### src/hdl/bmp_pkg.sv
// bmp_pkg: constants, register map, types and helpers of the parallel port
package bmp_pkg;

	// widths and depths
	localparam int DATA_W = 16;
	localparam int BYTE_W = 8;
	localparam int QDEPTH = 8;
	localparam int QPTR_W = 3;
	localparam int LVL_W = 4;
	localparam int ADDR_W = 8;
	localparam int DIV_W = 8;
	localparam int SYNC_W = 19;

	// bit positions in the synchronised pin word
	localparam int SYN_CLK = 16;
	localparam int SYN_WR = 17;
	localparam int SYN_WAIT = 18;

	// register byte offsets
	localparam logic [ADDR_W-1:0] OFS_CTRL = 8'h00;
	localparam logic [ADDR_W-1:0] OFS_STATUS = 8'h04;
	localparam logic [ADDR_W-1:0] OFS_TXDATA = 8'h08;
	localparam logic [ADDR_W-1:0] OFS_RXDATA = 8'h0c;
	localparam logic [ADDR_W-1:0] OFS_IRQ_STAT = 8'h10;
	localparam logic [ADDR_W-1:0] OFS_IRQ_MASK = 8'h14;

	// control register fields
	localparam int CTRL_EN = 0;
	localparam int CTRL_MASTER = 1;
	localparam int CTRL_WIDE = 2;
	localparam int CTRL_MREAD = 3;
	localparam int CTRL_WM_LSB = 8;
	localparam int CTRL_DIV_LSB = 16;
	localparam logic [31:0] CTRL_RESET = 32'h0001_0400;

	// status register fields
	localparam int STAT_TX_LSB = 0;
	localparam int STAT_RX_LSB = 8;
	localparam int STAT_BUSY = 16;

	// interrupt bits
	localparam int IRQ_W = 3;
	localparam int IRQ_DONE = 0;
	localparam int IRQ_WM = 1;
	localparam int IRQ_ERR = 2;

	// bus responses and masks
	localparam logic [1:0] RESP_OKAY = 2'h0;
	localparam logic [1:0] RESP_SLVERR = 2'h2;
	localparam logic [DATA_W-1:0] LOW_BYTE_MASK = 16'h00ff;

	// master sequencer states
	typedef enum logic [1:0] {MST_IDLE, MST_SETUP, MST_STROBE} bmp_mst_e;

	// merge a write word into a register under byte strobes
	function automatic logic [31:0] bmp_apply_strb(input logic [31:0] old,
		input logic [31:0] nw, input logic [3:0] strb);
		logic [31:0] res;
		res = old;
		for (int i = 0; i < 4; i++) begin
			if (strb[i]) begin
				res[i*BYTE_W +: BYTE_W] = nw[i*BYTE_W +: BYTE_W];
			end
		end
		return res;
	endfunction

	// clear the upper byte when the port runs eight bits wide
	function automatic logic [DATA_W-1:0] bmp_width_mask(
		input logic [DATA_W-1:0] data, input logic wide);
		return wide ? data : (data & LOW_BYTE_MASK);
	endfunction

endpackage

### src/hdl/bmp_top.sv
// bmp_top: parallel master/slave port with queues and AXI4-Lite registers
//
// Decided for this implementation: the placing of the registers and register access over AXI4-Lite.
`timescale 1ns/1ps
module bmp_top
	import bmp_pkg::*;
(
	// clock and reset
	input wire logic aclk,
	input wire logic aresetn,
	// axi4-lite write address and data
	input wire logic s_axi_awvalid,
	output logic s_axi_awready,
	input wire logic [ADDR_W-1:0] s_axi_awaddr,
	input wire logic s_axi_wvalid,
	output logic s_axi_wready,
	input wire logic [31:0] s_axi_wdata,
	input wire logic [3:0] s_axi_wstrb,
	// axi4-lite write response
	output logic s_axi_bvalid,
	input wire logic s_axi_bready,
	output logic [1:0] s_axi_bresp,
	// axi4-lite read
	input wire logic s_axi_arvalid,
	output logic s_axi_arready,
	input wire logic [ADDR_W-1:0] s_axi_araddr,
	output logic s_axi_rvalid,
	input wire logic s_axi_rready,
	output logic [31:0] s_axi_rdata,
	output logic [1:0] s_axi_rresp,
	// port data bus
	input wire logic [DATA_W-1:0] port_data_bus_in,
	output logic [DATA_W-1:0] port_data_bus_out,
	output logic port_data_bus_oe,
	// port clock or select
	input wire logic port_clock_or_select_in,
	output logic port_clock_or_select_out,
	output logic port_clock_or_select_oe,
	// port write indicator
	input wire logic port_write_indicator_in,
	output logic port_write_indicator_out,
	output logic port_write_indicator_oe,
	// port wait, active low
	input wire logic port_wait_n_in,
	output logic port_wait_n_out,
	output logic port_wait_n_oe,
	// port outputs
	output logic port_read_strobe_n,
	output logic port_read_request,
	output logic port_receive_full,
	// interrupt
	output logic irq
);

	typedef struct packed {
		logic [31:0] ctrl;
		logic [IRQ_W-1:0] irq_stat;
		logic [IRQ_W-1:0] irq_mask;
		logic aw_held;
		logic [ADDR_W-1:0] aw_addr;
		logic w_held;
		logic [31:0] w_data;
		logic [3:0] w_strb;
		logic bvalid;
		logic [1:0] bresp;
		logic rvalid;
		logic [31:0] rdata;
		logic [1:0] rresp;
		bmp_mst_e mst;
		logic [DIV_W-1:0] div_cnt;
		logic m_write;
		logic clk_out;
		logic strobe_n;
		logic clk_prev;
		logic wm_prev;
		logic [DATA_W-1:0] data_out;
		logic data_oe;
		logic wait_n;
		logic wait_oe;
	} bmp_top_s;

	bmp_top_s st;
	bmp_top_s next_st;

	logic [SYNC_W-1:0] syn_q;
	logic tx_push;
	logic tx_pop;
	logic rx_push;
	logic rx_pop;
	logic [DATA_W-1:0] tx_push_data;
	logic [DATA_W-1:0] rx_push_data;
	logic tx_ready;
	logic tx_valid;
	logic rx_ready;
	logic rx_valid;
	logic [DATA_W-1:0] tx_data;
	logic [DATA_W-1:0] rx_data;
	logic [LVL_W-1:0] tx_level;
	logic [LVL_W-1:0] rx_level;
	logic [IRQ_W-1:0] ev;
	logic [IRQ_W-1:0] irq_clr;
	logic wr_go;
	logic tick;
	logic en;
	logic wide;
	logic mread;
	logic master_on;
	logic slave_on;
	logic clk_s;
	logic wr_s;
	logic wait_s;
	logic [DATA_W-1:0] data_s;
	logic [LVL_W-1:0] wm;
	logic [DIV_W-1:0] div;
	logic rx_full_lvl;

	// pins from outside pass two flip-flops
	bmp_sync u_sync (
		.aclk(aclk),
		.aresetn(aresetn),
		.d({port_wait_n_in, port_write_indicator_in,
			port_clock_or_select_in, port_data_bus_in}),
		.q(syn_q)
	);

	// transmit queue: software fills, port drains
	bmp_queue u_transmit_queue (
		.aclk(aclk),
		.aresetn(aresetn),
		.push_valid(tx_push),
		.push_data(tx_push_data),
		.push_ready(tx_ready),
		.pop_valid(tx_valid),
		.pop_data(tx_data),
		.pop_ready(tx_pop),
		.level(tx_level)
	);

	// receive queue: port fills, software drains
	bmp_queue u_receive_queue (
		.aclk(aclk),
		.aresetn(aresetn),
		.push_valid(rx_push),
		.push_data(rx_push_data),
		.push_ready(rx_ready),
		.pop_valid(rx_valid),
		.pop_data(rx_data),
		.pop_ready(rx_pop),
		.level(rx_level)
	);

	// control fields and synchronised pins
	assign en = st.ctrl[CTRL_EN];
	assign wide = st.ctrl[CTRL_WIDE];
	assign mread = st.ctrl[CTRL_MREAD];
	assign master_on = en && st.ctrl[CTRL_MASTER];
	assign slave_on = en && !st.ctrl[CTRL_MASTER];
	assign wm = st.ctrl[CTRL_WM_LSB +: LVL_W];
	assign div = st.ctrl[CTRL_DIV_LSB +: DIV_W];
	assign clk_s = syn_q[SYN_CLK];
	assign wr_s = syn_q[SYN_WR];
	assign wait_s = syn_q[SYN_WAIT];
	assign data_s = syn_q[DATA_W-1:0];
	assign rx_full_lvl = (rx_level >= wm);

	// next state of bus slave, master sequencer and slave port
	always_comb begin
		next_st = st;
		tx_push = 1'b0;
		tx_pop = 1'b0;
		rx_push = 1'b0;
		rx_pop = 1'b0;
		rx_push_data = '0;
		ev = '0;
		irq_clr = '0;
		tx_push_data = bmp_width_mask(st.w_data[DATA_W-1:0], wide);
		wr_go = st.aw_held && st.w_held && !st.bvalid;
		tick = (st.div_cnt == '0);

		// write address and data are taken in either order
		if (s_axi_awvalid && s_axi_awready) begin
			next_st.aw_held = 1'b1;
			next_st.aw_addr = s_axi_awaddr;
		end
		if (s_axi_wvalid && s_axi_wready) begin
			next_st.w_held = 1'b1;
			next_st.w_data = s_axi_wdata;
			next_st.w_strb = s_axi_wstrb;
		end
		if (st.bvalid && s_axi_bready) begin
			next_st.bvalid = 1'b0;
		end
		if (wr_go) begin
			next_st.aw_held = 1'b0;
			next_st.w_held = 1'b0;
			next_st.bvalid = 1'b1;
			next_st.bresp = RESP_OKAY;
			case (st.aw_addr)
				OFS_CTRL: begin
					next_st.ctrl = bmp_apply_strb(st.ctrl, st.w_data, st.w_strb);
				end
				OFS_TXDATA: begin
					tx_push = st.w_strb[0];
					ev[IRQ_ERR] = st.w_strb[0] && !tx_ready; // push into full
				end
				OFS_IRQ_STAT: begin
					irq_clr = st.w_strb[0] ? st.w_data[IRQ_W-1:0] : '0;
				end
				OFS_IRQ_MASK: begin
					if (st.w_strb[0]) begin
						next_st.irq_mask = st.w_data[IRQ_W-1:0];
					end
				end
				OFS_STATUS, OFS_RXDATA: begin
					next_st.bresp = RESP_OKAY; // read only, write ignored
				end
				default: begin
					next_st.bresp = RESP_SLVERR;
				end
			endcase
		end

		// read channel answers one cycle after the address is taken
		if (st.rvalid && s_axi_rready) begin
			next_st.rvalid = 1'b0;
		end
		if (s_axi_arvalid && s_axi_arready) begin
			next_st.rvalid = 1'b1;
			next_st.rresp = RESP_OKAY;
			next_st.rdata = '0;
			case (s_axi_araddr)
				OFS_CTRL: begin
					next_st.rdata = st.ctrl;
				end
				OFS_STATUS: begin
					next_st.rdata[STAT_TX_LSB +: LVL_W] = tx_level;
					next_st.rdata[STAT_RX_LSB +: LVL_W] = rx_level;
					next_st.rdata[STAT_BUSY] = (st.mst != MST_IDLE);
				end
				OFS_TXDATA: begin
					next_st.rdata = '0;
				end
				OFS_RXDATA: begin
					// an empty queue reads as zero, not as a stale entry
					next_st.rdata[DATA_W-1:0] = rx_valid ? rx_data : '0;
					rx_pop = 1'b1;
					ev[IRQ_ERR] = ev[IRQ_ERR] || !rx_valid; // read from empty
				end
				OFS_IRQ_STAT: begin
					next_st.rdata[IRQ_W-1:0] = st.irq_stat;
				end
				OFS_IRQ_MASK: begin
					next_st.rdata[IRQ_W-1:0] = st.irq_mask;
				end
				default: begin
					next_st.rresp = RESP_SLVERR;
				end
			endcase
		end

		// divider gives the master clock its half periods
		next_st.div_cnt = tick ? div : (st.div_cnt - DIV_W'(1));

		// master sequencer: setup with clock low, then clock high
		case (st.mst)
			MST_IDLE: begin
				next_st.clk_out = 1'b0;
				next_st.strobe_n = 1'b1;
				if (master_on && !mread && tx_valid) begin
					next_st.m_write = 1'b1;
					next_st.data_out = bmp_width_mask(tx_data, wide);
					next_st.data_oe = 1'b1;
					next_st.div_cnt = div;
					next_st.mst = MST_SETUP;
				end else if (master_on && mread && rx_ready) begin
					next_st.m_write = 1'b0;
					next_st.strobe_n = 1'b0;
					next_st.data_oe = 1'b0;
					next_st.div_cnt = div;
					next_st.mst = MST_SETUP;
				end
			end
			MST_SETUP: begin
				if (tick) begin
					next_st.clk_out = 1'b1;
					next_st.mst = MST_STROBE;
				end
			end
			MST_STROBE: begin
				if (tick && wait_s) begin
					next_st.clk_out = 1'b0;
					next_st.strobe_n = 1'b1;
					next_st.data_oe = 1'b0;
					next_st.mst = MST_IDLE;
					ev[IRQ_DONE] = 1'b1;
					if (st.m_write) begin
						tx_pop = 1'b1;
					end else begin
						rx_push = 1'b1;
						rx_push_data = bmp_width_mask(data_s, wide);
					end
				end
			end
			default: begin
				next_st.mst = MST_IDLE;
			end
		endcase
		if (!master_on && st.mst != MST_IDLE) begin
			next_st.mst = MST_IDLE; // leaving master mode aborts the cycle
			next_st.clk_out = 1'b0;
			next_st.strobe_n = 1'b1;
		end

		// slave port: external master clocks every access
		next_st.clk_prev = clk_s;
		if (slave_on) begin
			next_st.data_out = bmp_width_mask(tx_data, wide);
			next_st.data_oe = !wr_s;
			next_st.wait_oe = 1'b1;
			next_st.wait_n = wr_s ? rx_ready : tx_valid;
			if (clk_s && !st.clk_prev) begin
				if (wr_s && rx_ready) begin
					rx_push = 1'b1;
					rx_push_data = bmp_width_mask(data_s, wide);
					ev[IRQ_DONE] = 1'b1;
				end else if (!wr_s && tx_valid) begin
					tx_pop = 1'b1;
					ev[IRQ_DONE] = 1'b1;
				end
			end
		end else begin
			next_st.wait_oe = 1'b0;
			next_st.wait_n = 1'b1;
			if (!master_on) begin
				next_st.data_oe = 1'b0;
			end
		end

		// sticky status, an event in the clearing cycle wins
		next_st.wm_prev = rx_full_lvl;
		ev[IRQ_WM] = rx_full_lvl && !st.wm_prev;
		next_st.irq_stat = (st.irq_stat & ~irq_clr) | ev;
	end

	// state register
	always_ff @(posedge aclk) begin
		if (!aresetn) begin
			st <= '0;
			st.ctrl <= CTRL_RESET;
			st.mst <= MST_IDLE;
			st.strobe_n <= 1'b1;
			st.wait_n <= 1'b1;
		end else begin
			st <= next_st;
		end
	end

	// bus handshakes
	assign s_axi_awready = !st.aw_held && !st.bvalid;
	assign s_axi_wready = !st.w_held && !st.bvalid;
	assign s_axi_bvalid = st.bvalid;
	assign s_axi_bresp = st.bresp;
	assign s_axi_arready = !st.rvalid;
	assign s_axi_rvalid = st.rvalid;
	assign s_axi_rdata = st.rdata;
	assign s_axi_rresp = st.rresp;

	// port pins
	assign port_data_bus_out = st.data_out;
	assign port_data_bus_oe = st.data_oe;
	assign port_clock_or_select_out = st.clk_out;
	assign port_clock_or_select_oe = master_on;
	assign port_write_indicator_out = st.m_write;
	assign port_write_indicator_oe = master_on;
	assign port_wait_n_out = st.wait_n;
	assign port_wait_n_oe = st.wait_oe;
	assign port_read_strobe_n = st.strobe_n;
	assign port_read_request = slave_on && (tx_level != '0);
	assign port_receive_full = rx_full_lvl;
	assign irq = |(st.irq_stat & st.irq_mask);
endmodule

### src/hdl/bmp_sync.sv
// bmp_sync: two flip-flop synchroniser for the port input pins
`timescale 1ns/1ps
module bmp_sync
	import bmp_pkg::*;
(
	// clock and reset
	input wire logic aclk,
	input wire logic aresetn,
	// asynchronous pins and their synchronised copy
	input wire logic [SYNC_W-1:0] d,
	output logic [SYNC_W-1:0] q
);

	typedef struct packed {
		logic [SYNC_W-1:0] s1;
		logic [SYNC_W-1:0] s2;
	} bmp_sync_s;

	bmp_sync_s st;
	bmp_sync_s next_st;

	// first stage only feeds the second
	always_comb begin
		next_st.s1 = d;
		next_st.s2 = st.s1;
	end

	// state register
	always_ff @(posedge aclk) begin
		if (!aresetn) begin
			st <= '0;
		end else begin
			st <= next_st;
		end
	end

	assign q = st.s2;

endmodule

### src/hdl/bmp_queue.sv
// bmp_queue: flip-flop queue with valid/ready on both sides
`timescale 1ns/1ps
module bmp_queue
	import bmp_pkg::*;
(
	// clock and reset
	input wire logic aclk,
	input wire logic aresetn,
	// filling side
	input wire logic push_valid,
	input wire logic [DATA_W-1:0] push_data,
	output logic push_ready,
	// draining side
	output logic pop_valid,
	output logic [DATA_W-1:0] pop_data,
	input wire logic pop_ready,
	// fill level
	output logic [LVL_W-1:0] level
);

	typedef struct packed {
		logic [QDEPTH-1:0][DATA_W-1:0] mem;
		logic [QPTR_W-1:0] wr;
		logic [QPTR_W-1:0] rd;
		logic [LVL_W-1:0] cnt;
	} bmp_queue_s;

	bmp_queue_s st;
	bmp_queue_s next_st;
	logic do_push;
	logic do_pop;

	// pointer and level update
	always_comb begin
		next_st = st;
		do_push = push_valid && push_ready;
		do_pop = pop_valid && pop_ready;
		if (do_push) begin
			next_st.mem[st.wr] = push_data;
			next_st.wr = st.wr + QPTR_W'(1);
		end
		if (do_pop) begin
			next_st.rd = st.rd + QPTR_W'(1);
		end
		if (do_push && !do_pop) begin
			next_st.cnt = st.cnt + LVL_W'(1);
		end else if (do_pop && !do_push) begin
			next_st.cnt = st.cnt - LVL_W'(1);
		end
	end

	// state register
	always_ff @(posedge aclk) begin
		if (!aresetn) begin
			st <= '0;
		end else begin
			st <= next_st;
		end
	end

	// honest full and empty
	assign push_ready = (st.cnt != LVL_W'(QDEPTH));
	assign pop_valid = (st.cnt != '0);
	assign pop_data = st.mem[st.rd];
	assign level = st.cnt;

endmodule

### config.mk
export PLATFORM = sky130hd
export DESIGN_NAME = bmp_top
export DESIGN_NICKNAME = d
export VERILOG_FILES = /design/src/hdl/bmp_pkg.sv /design/src/hdl/bmp_top.sv /design/src/hdl/bmp_sync.sv /design/src/hdl/bmp_queue.sv
export SDC_FILE = /design/constraint.sdc
export NUM_CORES = 1
export LEC_CHECK = 0
export ABC_AREA = 1
export BUFFER_PORTS_ARGS = -buffer_cell sky130_fd_sc_hd__buf_2
export CAP_MARGIN = 20
export CORE_MARGIN = 5
export CORE_UTILIZATION = 30
export DETAILED_ROUTE_END_ITERATION = 12
export GPL_TIMING_DRIVEN = 0
export PLACE_DENSITY = 0.57
export SETUP_SLACK_MARGIN = 0.1
export SYNTH_ARGS = -nofsm -noshare
export SYNTH_HDL_FRONTEND = slang
export SYNTH_HIERARCHICAL = 1
export SYNTH_SLANG_ARGS = --single-unit
### constraint.sdc
create_clock -name aclk -period 3.3 [get_ports aclk]
set_input_delay 0.99 -clock aclk [delete_from_list [all_inputs] [get_ports aclk]]
set_output_delay 0.99 -clock aclk [all_outputs]
set_load 0.05 [all_outputs]
; ---- Word level (Yosys, flattened, before mapping)
; Cells that the tools add are included.
[word_totals]
reg_bits = 470
input_bits = 78
[op_classes]
add_sub_neg = 9
magnitude_cmp = 7
eq_ne = 20
mux = 90
bitwise = 5
n_reduce_logical = 83
[op_table]
columns = op, count
row1 = $mux 16, 17
row2 = $bwmux 128, 2
row3 = $bmux 16 s3, 2
row4 = $demux 16 s3, 2
row5 = $mux 1, 37
row6 = $mux 35, 1
row7 = $logic_and 1x1->1, 33
row8 = $eq 8x4->1 const B, 4
row9 = $eq 8x5->1 const B, 4
row10 = $logic_not 8->1, 3
row11 = $reduce_and 3->1, 8
row12 = $mux 11, 2
row13 = $reduce_bool 2->1, 9
row14 = $eq 8x3->1 const B, 2
row15 = $logic_not 1->1, 16
row16 = $lt 3x4->1 const B, 4
row17 = $mux 4, 4
row18 = $pmux 4 s2, 2
row19 = $mux 15, 1
row20 = $mux 3, 5
row21 = $pmux 3 s5, 1
row22 = $add 3x1->3 const B, 4
row23 = $ne 4x4->1 const B, 3
row24 = $pmux 4 s3, 1
row25 = other kinds (29), 47

; ---- Logic depth before layout (Yosys ltp)
; Gate-level depths: netlist of the first run.
[logic_depth]
ltp_word = 12
mapped_depth = 23
ltp_nobuf = 19

; ---- Cells and area by module
; Netlist of the first run, hierarchy kept.
[by_module_without_submodules]
columns = module, instances, cells_per_inst, area_per_inst_um2, seq_area_each_um2
row1 = bmp_queue at u_receive_queue, 1, 1271, 7637.3, 2762.6
row2 = bmp_top, 1, 1006, 7174.4, 3083.0
row3 = bmp_queue at u_transmit_queue, 1, 1157, 7028.0, 2762.6
row4 = bmp_sync, 1, 118, 1081.0, 760.7

; ---- Worst setup path before layout of the first run
; Ideal clock, no wire load.
[synth_timing]
path_kind = flip-flop to flip-flop
start = register u_receive_queue.st (netlist bit u_receive_queue/level[0])
end = register u_receive_queue.st (netlist bit u_receive_queue/level[3])
setup_ps = 109
t_arrival_ps = 3262
required_ps = 3191
slack_ps = -70
stages_incl_launch_ff = 21
path_cell_list = dfxtp_1 nor2_1 nand2_2 buf_4 clkbuf_1 nand2_1 inv_1 nand3_1 nand2_1 buf_2 buf_2 nand2_1 inv_1 ha_1 inv_1 ha_1 or2_2 nand3_1 nand3_1 nand2_1 inv_1
[synth_via]
elab_chain_len = 9
word_cells_on_any_way = 17
cone_classes = 2 x add/sub / 1 x eq/ne / 5 x mux / 9 x reduce/logical
[synth_rtl]
columns = element, line
row1 = start: declaration, bmp_queue.sv:28  ; bmp_queue_s st;
row2 = start signal: assignment, bmp_queue.sv:57  ; st <= next_st;
row3 = $ne 4x4->1 (*), bmp_queue.sv:62  ; assign push_ready = (st.cnt != LVL_W'(QDEPTH));
row4 = net rx_ready, bmp_top.sv:94  ; logic rx_ready;
row5 = $logic_and 1x1->1 (*), bmp_top.sv:322  ; if (wr_s && rx_ready) begin
row6 = $mux 1 (*), bmp_top.sv:322
row7 = $mux 1 (*), bmp_top.sv:321  ; if (clk_s && !st.clk_prev) begin
row8 = $mux 1 (*), bmp_top.sv:316  ; if (slave_on) begin
row9 = net rx_push, bmp_top.sv:88  ; logic rx_push;
row10 = $logic_and 1x1->1 (*), bmp_queue.sv:36  ; do_push = push_valid && push_ready;
row11 = net u_receive_queue.do_push, bmp_queue.sv:30  ; logic do_push;
row12 = $logic_not 1->1, bmp_queue.sv:47  ; end else if (do_pop && !do_push) begin
row13 = $logic_and 1x1->1, bmp_queue.sv:47
row14 = $reduce_bool 2->1 (no source line), n/a
; Mark *: on every way through the listed nets, which the timed path passes. The rest lies on a longest branch. The select of a mux whose other input is x is not followed.
; A chain may end at the register's enable or synchronous reset.

; ---- Worst setup path after layout of the first run
[layout_timing]
start = register u_receive_queue.st (netlist bit u_receive_queue/level[3])
end = register u_receive_queue.st (netlist bit u_receive_queue/level[3])
; The elaborated chain is that of the path after synthesis.

==> results of run 1 <==
-- metrics by stage --
stage | instances | cell area (um2) | utilization (%)
floorplan | 3553 | 22930 | -
global placement | 4674 | 24870 | 32.80
detailed placement | 4674 | 24870 | 32.80
CTS | 4770 | 26700 | 35.21
global route | 4771 | 26720 | 35.24
finish | 4771 | 26720 | 35.24
-- cell families after synthesis --
kind of cell / after synthesis / share of synthesized area, %
xor+xnor: 12 / 0.4585
fa+ha+maj: 18 / 1.048
buf+inv: 798 / 15.02
flops: 468 / 40.88
other cells: 1 / 0.01636
simple gates: 1817 / 32.75
compound gates: 438 / 9.831
-- repair_timing --
| item | CTS | global route |
|---|---|---|
| endpoints found under the setup margin | 25 | 4 |
| pin swaps | 2 | 1 |
| buffers inserted | 2 | 1 |
| gates resized for setup | 11 | 8 |
| hold buffers | 0 | 0 |
-- sequential cells by signal, summed over array words and instances, names as in the netlist, 4 cells and up --
| signal | count |
|---|---|
| u_receive_queue/st | 134 |
| u_transmit_queue/st | 134 |
| st | 86 |
| s_axi_rdata | 32 |
| u_sync/next_st | 19 |
| u_sync/q | 19 |
| port_data_bus_out | 16 |
| div | 8 |
| u_receive_queue/level | 4 |
| u_transmit_queue/level | 4 |
-- routing by layer --
layer  GRT usage [%]  wire length [um]  up-vias
li1                -                 -    11210
met1           24.76             35190     9825
met2           28.15             33540      665
met3           3.376              5425      106
met4           5.514              2196        0
met5               0                 0        -
-- placed cells by master, fill, tap and decap left out, drive strengths merged, types with 83 or more instances in the layout --
master / Yosys / routed
a21oi: 187 / 187
buf: 195 / 342
clkbuf: 77 / 153
dfxtp: 468 / 468
inv: 523 / 524
nand2: 913 / 913
nand3: 83 / 83
nand4: 126 / 126
nor2: 682 / 682
o21ai: 229 / 229
-- power by group --
part	switching, mW	internal (mW)	total [mW]
sequential	0.101	5.79	5.89
clock	2.46	3.63	6.09
combinational	0.700	0.315	1.01
-- worst max path at each step --
stage / from / endpoint / slack (ns) / cells past startpoint
3_5_place_dp: u_receive_queue/level[0] / u_receive_queue/level[3] / -0.84 / 20
6_report: u_receive_queue/level[3] / u_receive_queue/level[3] / 0.20 / 21
2_1_floorplan: u_receive_queue/level[0] / u_receive_queue/level[3] / 0.14 / 20
5_1_grt: u_receive_queue/level[3] / u_receive_queue/level[3] / 0.03 / 21
3_3_place_gp: u_receive_queue/level[0] / u_receive_queue/level[3] / -0.83 / 20
4_1_cts: u_receive_queue/level[0] / u_receive_queue/level[3] / 0.11 / 20
-- Yosys cell counts (16+ instances only) --
cell type                  count  area [um2]
sky130_fd_sc_hd__nand3_2      16       160.2
sky130_fd_sc_hd__nand4_1     126       788.3
sky130_fd_sc_hd__nor2_1      665        2496
sky130_fd_sc_hd__nand3_1      64       320.3
sky130_fd_sc_hd__ha_1         16       200.2
sky130_fd_sc_hd__o21ai_0     219        1096
sky130_fd_sc_hd__buf_2        88       440.4
sky130_fd_sc_hd__buf_4        64       480.5
sky130_fd_sc_hd__nand2_1     905        3397
sky130_fd_sc_hd__buf_1        31       116.4
sky130_fd_sc_hd__dfxtp_1     468        9369
sky130_fd_sc_hd__inv_1       512        1922
sky130_fd_sc_hd__o211ai_1     18       135.1
sky130_fd_sc_hd__a21oi_1     185       925.9
sky130_fd_sc_hd__clkbuf_1     73       274.0
-- area by class of cell --
class	count	area [um2]
inverter	526	1976
fill	8308	49100
tap	978	1224
sequential	468	9375
timing repair buffer	146	738.2
multi-input combinational	2287	10130
clock buffer	77	1505
clock inverter	17	275.3
buffer	272	1501
-- worst register-to-register path, stage by stage, from the launching register on --
cell,delay [ns]
sky130_fd_sc_hd__dfxtp_1,0.33
sky130_fd_sc_hd__inv_2,0.08
sky130_fd_sc_hd__nor2_1,0.05
sky130_fd_sc_hd__nand2_2,0.11
sky130_fd_sc_hd__buf_8,0.16
sky130_fd_sc_hd__buf_8,0.16
sky130_fd_sc_hd__nand2_1,0.06
sky130_fd_sc_hd__inv_1,0.08
sky130_fd_sc_hd__nand3_1,0.14
sky130_fd_sc_hd__nand2_4,0.16
sky130_fd_sc_hd__buf_8,0.16
sky130_fd_sc_hd__buf_6,0.18
sky130_fd_sc_hd__nand2_2,0.09
sky130_fd_sc_hd__inv_2,0.12
sky130_fd_sc_hd__ha_1,0.18
sky130_fd_sc_hd__inv_1,0.09
sky130_fd_sc_hd__ha_1,0.31
sky130_fd_sc_hd__or2_2,0.31
sky130_fd_sc_hd__nand3_1,0.08
sky130_fd_sc_hd__nand3_1,0.07
sky130_fd_sc_hd__nand2_1,0.06
sky130_fd_sc_hd__inv_1,0.03
==> flow_metrics.py, run 1 <==
metrics = {
    "status": {
        "outcome": "finished, final reports clean",
    },
    "timing": {
        "unrepaired_setup_endpoints_after_global_routing": "yes",
        "final.min_clock_period_ns": 3.102,
        "final_min_period_over_clock_period_pct": 94.01,
        "setup_ws_ns": 0.1977,
        "timing.final.max_slew_violations": 0,
        "finalSetupViolCount": 0,
        "clock_skew_ns": 0.03611,
        "finalSetupTns_ns": 0,
        "worst_pin_slew_ns": 0.9502,
        "max_slew_margin_pct": 36.65,
        "timing_hold_violations_final": 0,
        "timing.fmax_mhz": 322.3,
        "hold_ws_ns": 0.4075,
    },
    "clocking": {
        "worst_skew_pair.late_latency_ns": 0.61,
        "clock_tree_from_tritoncts": "done",
        "clock-sinks": 468,
        "cts.root.buffer_cell": "sky130_fd_sc_hd__clkbuf_16",
        "cts.reportedPaths.clkPinSlew_ns": 0.06,
        "cts_max_level": 2,
        "clockBufferDepth": 3,
        "numCtsBuffers": 52,
    },
    "hold_path": {
        "worst_hold_path_type": "flop to flop",
        "worstHoldEndpoint": "u_sync/q[0]",
        "worstHoldStart": "u_sync/next_st[0]",
        "hold_path_depth": 2,
    },
    "cells_and_area": {
        "area.growth.synth_to_final_pct": 16.59,
        "fin_nets": 3849,
        "num_antenna_cells": 0,
        "final_layout_size_suffix_gt1_share_pct": 12.15,
    },
    "global_route": {
        "pin_count_of_the_biggest_net_entering_global_routing": 15,
        "grt_usage_pct": 17.83,
        "grt_pass1_wl_um": 115700,
        "vias_in_the_first_global_route": 19990,
        "grt_overflow_total": 0,
        "number_of_antenna_violations_at_the_first_check_in_global_routing": 0,
    },
    "route": {
        "via_count": 21800,
        "routed_wirelength_um": 76350,
        "vias_per_cell": 4.570,
        "route.detailed.wl_per_inst_um": 16.00,
        "firstDrtPassIters": 6,
        "drt.antenna.violating_nets": 0,
        "first_iter_violations": 1602,
        "route.detailed.drc": 0,
    },
    "floorplan": {
        "area_enclosed_by_the_die_boundary_um2": 82030,
        "die_width_um": 286.4,
        "design.core.area_um2": 75820,
        "die_height_um": 286.4,
        "floorplan.initialDensity_pct": 30.23,
        "ios": 146,
        "placementRows": 101,
    },
    "worst_setup_path": {
        "crit_required_ns": 3.80,
        "timing.reg2reg.setup_slack_ns": 0.20,
        "crit_family": "simple AND/OR/NAND/NOR gates",
        "cp-start-kind": "flop",
        "timing.critical_path.slowest_stage_cell": "sky130_fd_sc_hd__dfxtp_1",
        "worst_r2r_startpoint": "u_receive_queue/level[3]",
        "slowest_delay_ns": 0.33,
        "critical_path_peak_fanout": 11,
        "worstPathCellList": "inv_2 > nor2_1 > nand2_2 > buf_8 > buf_8 > nand2_1 > inv_1 > nand3_1 > nand2_4 > buf_8 > buf_6 > nand2_2 > inv_2 > ha_1 > inv_1 > ha_1 > or2_2 > nand3_1 > nand3_1 > nand2_1 > inv_1",
        "setup.worst_path.class": "flop to flop",
        "critical_path_arrival_ns": 3.60,
        "critical_path_buf_inv_count": 9,
        "ff2ff_path_depth": 21,
        "capture_point_of_the_worst_reg_to_reg_path": "u_receive_queue/level[3]",
        "setup.worst_path.end_class": "flop",
    },
    "placed_design": {
        "gpl.final_weighted_congestion": 0.9065,
        "hpwlAfterDp_um": 56640,
        "post-place-ws_ns": -0.8448,
        "placement.io_buffers": 143,
    },
    "synthesis": {
        "syn-mean-instance-area_um2": 6.453,
        "synthArstFlopShare_pct": 0,
        "synth_seq_area_share_pct": 40.88,
        "synth_edf_count": 0,
        "synth.ff_latch_count": 468,
        "ys_dominant_reg_cell": "sky130_fd_sc_hd__dfxtp_1",
        "yosysUniqueCellTypes": 38,
        "netlist_instances": 3552,
        "synth_area_um2": 22920,
        "yosys_warnings": 6,
    },
    "flow_run": {
        "drv.max_cap_violation_count": 0,
    },
    "pwr": {
        "leakagePower_nw": 13.53,
        "power.density_nw_per_um2": 486.2,
        "irDropWorstVdd_v": 0.0003265,
        "power_mw": 12.99,
    },
}
No activity file was read; power rests on OpenSTA's default activity.
==> run 2, diff against run 1 <==
ABC_AREA = default   (was 1)
==> flow_metrics.py, run 2 <==
metrics = {
    "timing": {
        "clock_skew_ns": 0.01729,
        "final_min_period_over_clock_period_pct": 94.28,
        "timing_hold_violations_final": 0,
        "final.min_clock_period_ns": 3.111,
        "max_slew_margin_pct": 36.85,
        "finalSetupViolCount": 0,
        "unrepaired_setup_endpoints_after_global_routing": "yes",
        "timing.final.max_slew_violations": 0,
        "timing.fmax_mhz": 321.4,
        "worst_pin_slew_ns": 0.9403,
    },
    "placed_design": {
        "placement.io_buffers": 140,
        "gpl.final_weighted_congestion": 0.8273,
        "hpwlAfterDp_um": 46000,
        "placed_instances": 3243,
    },
    "clocking": {
        "numCtsBuffers": 48,
        "cts.root.buffer_cell": "sky130_fd_sc_hd__clkbuf_16",
        "clock_tree_from_tritoncts": "done",
        "worst_skew_pair.late_latency_ns": 0.59,
        "cts.reportedPaths.clkPinSlew_ns": 0.06,
        "cts_max_level": 2,
        "clockBufferDepth": 3,
        "clock-sinks": 468,
    },
    "worst_setup_path": {
        "crit_family": "simple AND/OR/NAND/NOR gates",
        "critical_path_peak_fanout": 6,
        "cp-start-kind": "flop",
        "worst_r2r_startpoint": "st[110]",
        "critical_path_arrival_ns": 2.12,
        "endpoint": "port_read_request",
        "crit_required_ns": 2.31,
        "timing.critical_path.slowest_stage_cell": "sky130_fd_sc_hd__or4_1",
        "worstPathCellList": "buf_4 > or4_1 > and3_1 > buf_2",
        "timing.reg2reg.setup_slack_ns": 0.21,
        "setup.worst_path.end_class": "primary output",
        "critical_path_buf_inv_count": 2,
        "setup.worst_path.class": "flop to primary output",
        "ff2ff_path_depth": 10,
        "slowest_delay_ns": 0.53,
        "worst_path_depth": 4,
        "cp-startpoint": "u_transmit_queue/level[1]",
        "capture_point_of_the_worst_reg_to_reg_path": "u_transmit_queue/st[115]",
    },
    "floorplan": {
        "ios": 146,
        "area_enclosed_by_the_die_boundary_um2": 74400,
        "placementRows": 96,
        "design.core.area_um2": 68590,
        "floorplan.initialDensity_pct": 30.20,
        "die_height_um": 272.8,
        "die_width_um": 272.8,
    },
    "pwr": {
        "power.density_nw_per_um2": 500.1,
        "irDropWorstVdd_v": 0.0003689,
        "leakagePower_nw": 8.852,
    },
    "cells_and_area": {
        "fill_cells": 6894,
        "fin_nets": 2470,
        "num_antenna_cells": 0,
        "final_core_util_pct": 35.77,
        "area.growth.synth_to_final_pct": 18.44,
        "layout.cells.most_common": "sky130_fd_sc_hd__nand2_1",
        "largest_registers": "u_receive_queue/st (134), u_transmit_queue/st (134), st (86)",
        "final_cells": 3340,
        "commonest_cells_after_routing_fill_and_taps_aside": "sky130_fd_sc_hd__nand2_1 (476), sky130_fd_sc_hd__dfxtp_1 (467), sky130_fd_sc_hd__buf_2 (171), sky130_fd_sc_hd__mux2i_1 (142), sky130_fd_sc_hd__a21boi_0 (124)",
        "final_layout_size_suffix_gt1_share_pct": 20.63,
    },
    "global_route": {
        "grt_pass1_wl_um": 96100,
        "number_of_antenna_violations_at_the_first_check_in_global_routing": 2,
        "pin_count_of_the_biggest_net_entering_global_routing": 17,
        "grt_usage_pct": 16.28,
        "grt_overflow_total": 0,
        "vias_in_the_first_global_route": 16260,
    },
    "synthesis": {
        "yosysUniqueCellTypes": 70,
        "post_synth_main_area_contributors": "sky130_fd_sc_hd__dfxtp_1 (45%), sky130_fd_sc_hd__nand2_1 (8.6%), sky130_fd_sc_hd__mux4_2 (7.2%), sky130_fd_sc_hd__mux2i_1 (6.9%), sky130_fd_sc_hd__a21boi_0 (4.5%)",
        "synthArstFlopShare_pct": 0,
        "synth_largest_type_area_fraction_pct": 45.23,
        "synth.cells.most_frequent": "sky130_fd_sc_hd__nand2_1 (476), sky130_fd_sc_hd__dfxtp_1 (468), sky130_fd_sc_hd__mux2i_1 (142)",
        "yosysTopAreaCell": "sky130_fd_sc_hd__dfxtp_1",
        "synth.ff_latch_count": 468,
        "syn-mean-instance-area_um2": 9.540,
        "synth_seq_area_share_pct": 45.23,
        "yosys_warnings": 6,
        "synth_edf_count": 0,
        "synth_area_um2": 20710,
        "netlist_instances": 2171,
        "ys_dominant_reg_cell": "sky130_fd_sc_hd__dfxtp_1",
        "synth_most_common_cell": "sky130_fd_sc_hd__nand2_1",
    },
    "route": {
        "firstDrtPassIters": 5,
        "via_count": 16080,
        "route.detailed.drc": 0,
        "drt.antenna.violating_nets": 0,
        "route.detailed.wl_per_inst_um": 18.66,
        "vias_per_cell": 4.813,
        "first_iter_violations": 1096,
        "routed_wirelength_um": 62320,
    },
    "hold_path": {
        "worst_hold_path_type": "flop to flop",
    },
    "flow_run": {
        "drv.max_cap_violation_count": 0,
    },
    "status": {
        "outcome": "finished, final reports clean",
    },
}
==> run 2: through the flow <==
step / worst slack (ns) / hold WS (ns) / power (mW) / TNS, ns / cell area, um2
floorplan: 0.1004 / 0.4119 / 6.446 / 0 / 20750
global placement: -1.119 / 0.4246 / 6.693 / -99.07 / 22620
detailed placement: -1.330 / 0.4229 / 6.707 / -117.93 / 22620
CTS: 0.08990 / 0.4383 / 12.37 / 0 / 24420
global route: 0.05065 / 0.4567 / 12.72 / 0 / 24530
finish: 0.1889 / 0.4342 / 12.27 / 0 / 24530
==> run 2: logic make-up (layout without fill, tap and decap cells) <==
logic type | Yosys count | count (layout) | share of synthesized area (%)
AND/OR/NAND/NOR | 845 | 845 | 20.19
adder cells (fa/ha/maj) | 18 | 18 | 1.160
buffers and inverters | 258 | 495 | 6.264
AO/OA/AOI/OAI | 323 | 323 | 10.58
XOR/XNOR | 17 | 17 | 0.7189
multiplexers | 241 | 241 | 15.83
other | 1 | 2 | 0.01811
flip-flops | 468 | 468 | 45.23
==> run 2: area by class of cell <==
class	count	area, um2	share of cell area (%)
Buffer	235	1241	5.060
Clock buffer	64	1384	5.641
Clock inverter	21	246.5	1.005
Inverter	23	86.33	0.3519
Multi-Input combinational cell	1446	10240	41.76
Sequential cell	468	9370	38.20
Tap cell	931	1165	4.749
Timing Repair Buffer	152	793.3	3.234
==> run 2: worst min-delay path by stage <==
stage | start | end | slack [ns] | cells after the start
floorplan | u_sync/next_st[0] | u_sync/q[0] | 0.41 | 1
global placement | u_sync/next_st[1] | u_sync/q[1] | 0.42 | 1
detailed placement | u_sync/next_st[1] | u_sync/q[1] | 0.42 | 1
CTS | u_sync/next_st[5] | u_sync/q[5] | 0.44 | 1
global route | u_sync/next_st[18] | u_sync/q[18] | 0.46 | 1
finish | u_sync/next_st[7] | u_sync/q[7] | 0.43 | 1
==> run 2: timing repair <==
item | CTS | global route
setup buffers | 4 | 8
setup endpoints to repair | 234 | 98
hold endpoints to repair | 0 | 0
hold buffers | 0 | 0
pin swaps | 2 | 6
gates resized for setup | 31 | 12
==> run 2: power by group <==
| part | internal [mW] | leakage, nW | switching, mW |
|---|---|---|---|
| Combinational | 0.302 | 4.26 | 0.462 |
| Sequential | 5.76 | 3.79 | 0.104 |
| Clock | 3.33 | 0.809 | 2.31 |
| Total | 9.39 | 8.85 | 2.88 |
==> run 2: layer usage <==
metal,GRT usage [%],routed length (um)
met1,21.23,27670
met2,27.55,29530
met3,2.467,2994
met4,5.697,2100
met5,0,27
==> run 2: worst register-to-register path: cells and delay by family (launching register included) <==
family                 cells  cell delay (ns)
buffers and inverters      3             0.68
AO/OA/AOI/OAI              1             0.17
AND/OR/NAND/NOR            6             1.86
flip-flops                 1             0.31
==> run 3, diff against run 2 <==
CORE_UTILIZATION = 40   (was 30)
PLACE_DENSITY = 0.69   (was 0.57)
==> flow_metrics.py, run 3 (synthesized netlist as in run 2, its figures left out) <==
metrics = {
    "timing": {
        "finalSetupTns_ns": 0,
        "worst_pin_slew_ns": 0.9193,
        "final_min_period_over_clock_period_pct": 94.53,
        "finalSetupViolCount": 0,
        "max_slew_margin_pct": 38.45,
        "timing_hold_violations_final": 0,
        "clock_skew_ns": 0.02637,
        "final.min_clock_period_ns": 3.119,
        "unrepaired_setup_endpoints_after_global_routing": "yes",
        "timing.fmax_mhz": 320.6,
        "hold_ws_ns": 0.4308,
        "timing.final.max_slew_violations": 0,
        "setup_ws_ns": 0.1807,
    },
    "route": {
        "route.detailed.drc": 0,
        "drt.antenna.violating_nets": 0,
        "first_iter_violations": 1228,
        "firstDrtPassIters": 5,
        "route.detailed.wl_per_inst_um": 18.66,
        "routed_wirelength_um": 57720,
        "via_count": 16150,
        "vias_per_cell": 5.221,
    },
    "hold_path": {
        "worstHoldStart": "u_sync/next_st[16]",
        "worst_hold_path_type": "flop to flop",
    },
    "placed_design": {
        "placement.io_buffers": 140,
        "hpwlAfterDp_um": 42220,
        "post-place-ws_ns": -1.131,
        "gpl.final_weighted_congestion": 0.8858,
    },
    "cells_and_area": {
        "multi_input_comb_area_um2": 10280,
        "num_antenna_cells": 0,
        "commonest_cells_after_routing_fill_and_taps_aside": "sky130_fd_sc_hd__nand2_1 (473), sky130_fd_sc_hd__dfxtp_1 (465), sky130_fd_sc_hd__buf_2 (168), sky130_fd_sc_hd__mux2i_1 (142), sky130_fd_sc_hd__clkbuf_1 (127)",
        "final_layout_size_suffix_gt1_share_pct": 20.85,
        "area.sequential_um2": 9373,
        "fin_nets": 2473,
        "largest_registers": "u_receive_queue/st (134), u_transmit_queue/st (134), st (86)",
        "area.growth.synth_to_final_pct": 16.82,
        "fill_cells": 4793,
        "layout.cells.most_common": "sky130_fd_sc_hd__nand2_1",
        "final_core_util_pct": 47.16,
    },
    "worst_setup_path": {
        "cp-startpoint": "u_transmit_queue/level[1]",
        "crit_required_ns": 2.31,
        "critical_path_arrival_ns": 2.13,
        "setup.worst_path.end_class": "primary output",
        "cp-start-kind": "flop",
        "critical_path_peak_fanout": 6,
        "worst_r2r_startpoint": "st[110]",
        "setup.worst_path.class": "flop to primary output",
    },
    "pwr": {
        "clockPowerShare_pct": 44.4,
        "internal-power_mw": 9.091,
        "combinationalPowerShare_pct": 6.4,
        "leakagePower_nw": 8.817,
        "power.density_nw_per_um2": 492.6,
        "total_switching_power_mw": 2.828,
        "seqPwrFrac_pct": 49.2,
        "p_sw_share_pct": 23.73,
        "irDropWorstVdd_v": 0.0003151,
    },
    "floorplan": {
        "floorplan.initialDensity_pct": 40.37,
        "die_width_um": 237.6,
        "area_enclosed_by_the_die_boundary_um2": 56430,
        "die_height_um": 237.6,
        "ios": 146,
        "design.core.area_um2": 51300,
        "placementRows": 83,
    },
    "global_route": {
        "grt_pass1_wl_um": 89090,
        "pin_count_of_the_biggest_net_entering_global_routing": 17,
        "grt_overflow_total": 0,
        "vias_in_the_first_global_route": 15960,
        "grt_usage_pct": 19.60,
        "number_of_antenna_violations_at_the_first_check_in_global_routing": 3,
    },
    "clocking": {
        "worst_skew_pair.late_latency_ns": 0.59,
        "clock_tree_from_tritoncts": "done",
        "numCtsBuffers": 49,
        "cts.reportedPaths.clkPinSlew_ns": 0.06,
        "hold_buffers": 0,
        "clockBufferDepth": 3,
        "cts.root.buffer_cell": "sky130_fd_sc_hd__clkbuf_16",
        "cts_max_level": 2,
        "clock-sinks": 468,
    },
    "flow_run": {
        "drv.max_cap_violation_count": 0,
    },
    "status": {
        "outcome": "finished, final reports clean",
    },
}
run 3: cell types whose count changed in the layout (fill, tap and decap cells not counted), moves of 3 or more:
cell,change
sky130_fd_sc_hd__bufinv_16,-3
sky130_fd_sc_hd__buf_2,-3
sky130_fd_sc_hd__nand2_1,-3
sky130_fd_sc_hd__inv_6,+3
sky130_fd_sc_hd__clkbuf_1,+10
sky130_fd_sc_hd__nand2_2,+3
sky130_fd_sc_hd__clkbuf_4,+3
run 3: routing by layer:
metal	GRT usage, %	up-vias	routed length, um	part of all wire [%]
met5	0	-	27	0.047
met4	6.175	4	1508	2.6
met3	3.121	95	3716	6.4
met2	32.35	499	26980	47
met1	26.56	7833	25490	44
li1	-	7717	-	-
run 3: timing repair:
| action | 4_1_cts | 5_1_grt |
|---|---|---|
| pin swaps | 3 | 10 |
| buffers inserted | 4 | 9 |
| resized for setup | 27 | 34 |
| setup endpoints to repair | 230 | 142 |
| endpoints found under the hold margin | 0 | 0 |
| cloned | 0 | 1 |
run 3: cell type report:
cell class                      count  area share [%]
Clock inverter                     18          0.6361
Tap cell                          680           3.516
Multi-Input combinational cell   1446           42.50
Buffer                            235           5.181
Sequential cell                   468           38.74
Clock buffer                       69           5.626
Inverter                           23          0.3568
Timing Repair Buffer              154           3.444
run 3: worst max-delay path, cell delays in order, from the launching register on:
cell and delay [ns]:
sky130_fd_sc_hd__dfxtp_1 0.40, sky130_fd_sc_hd__buf_4 0.19, sky130_fd_sc_hd__or4_1 0.50, sky130_fd_sc_hd__and3_1 0.23
sky130_fd_sc_hd__buf_2 0.23
run 3: path summary, 6_finish.rpt:
path | endpoint | slack, ns | depth (start not counted)
max | port_read_request | 0.18 | 4
min | u_sync/q[16] | 0.43 | 1
max reg2reg | u_transmit_queue/st[15] | 0.23 | 9
min reg2reg | u_sync/q[16] | 0.43 | 1
run 3: stage by stage:
step | instances | area, um2 | total power [mW]
floorplan | 2172 | 20750 | 6.446
global placement | 2992 | 22310 | 6.676
detailed placement | 2992 | 22310 | 6.693
CTS | 3083 | 23970 | 11.98
global route | 3093 | 24200 | 12.32
finish | 3093 | 24200 | 11.92
run 3: power groups by stage:
stage	Sequential (mW)	Combinational (mW)	Clock, mW
2_1_floorplan	5.95	0.498	0
3_3_place_gp	5.96	0.711	0
3_5_place_dp	5.97	0.725	0
4_1_cts	5.85	0.740	5.39
5_1_grt	5.87	0.835	5.61
6_report	5.86	0.764	5.29
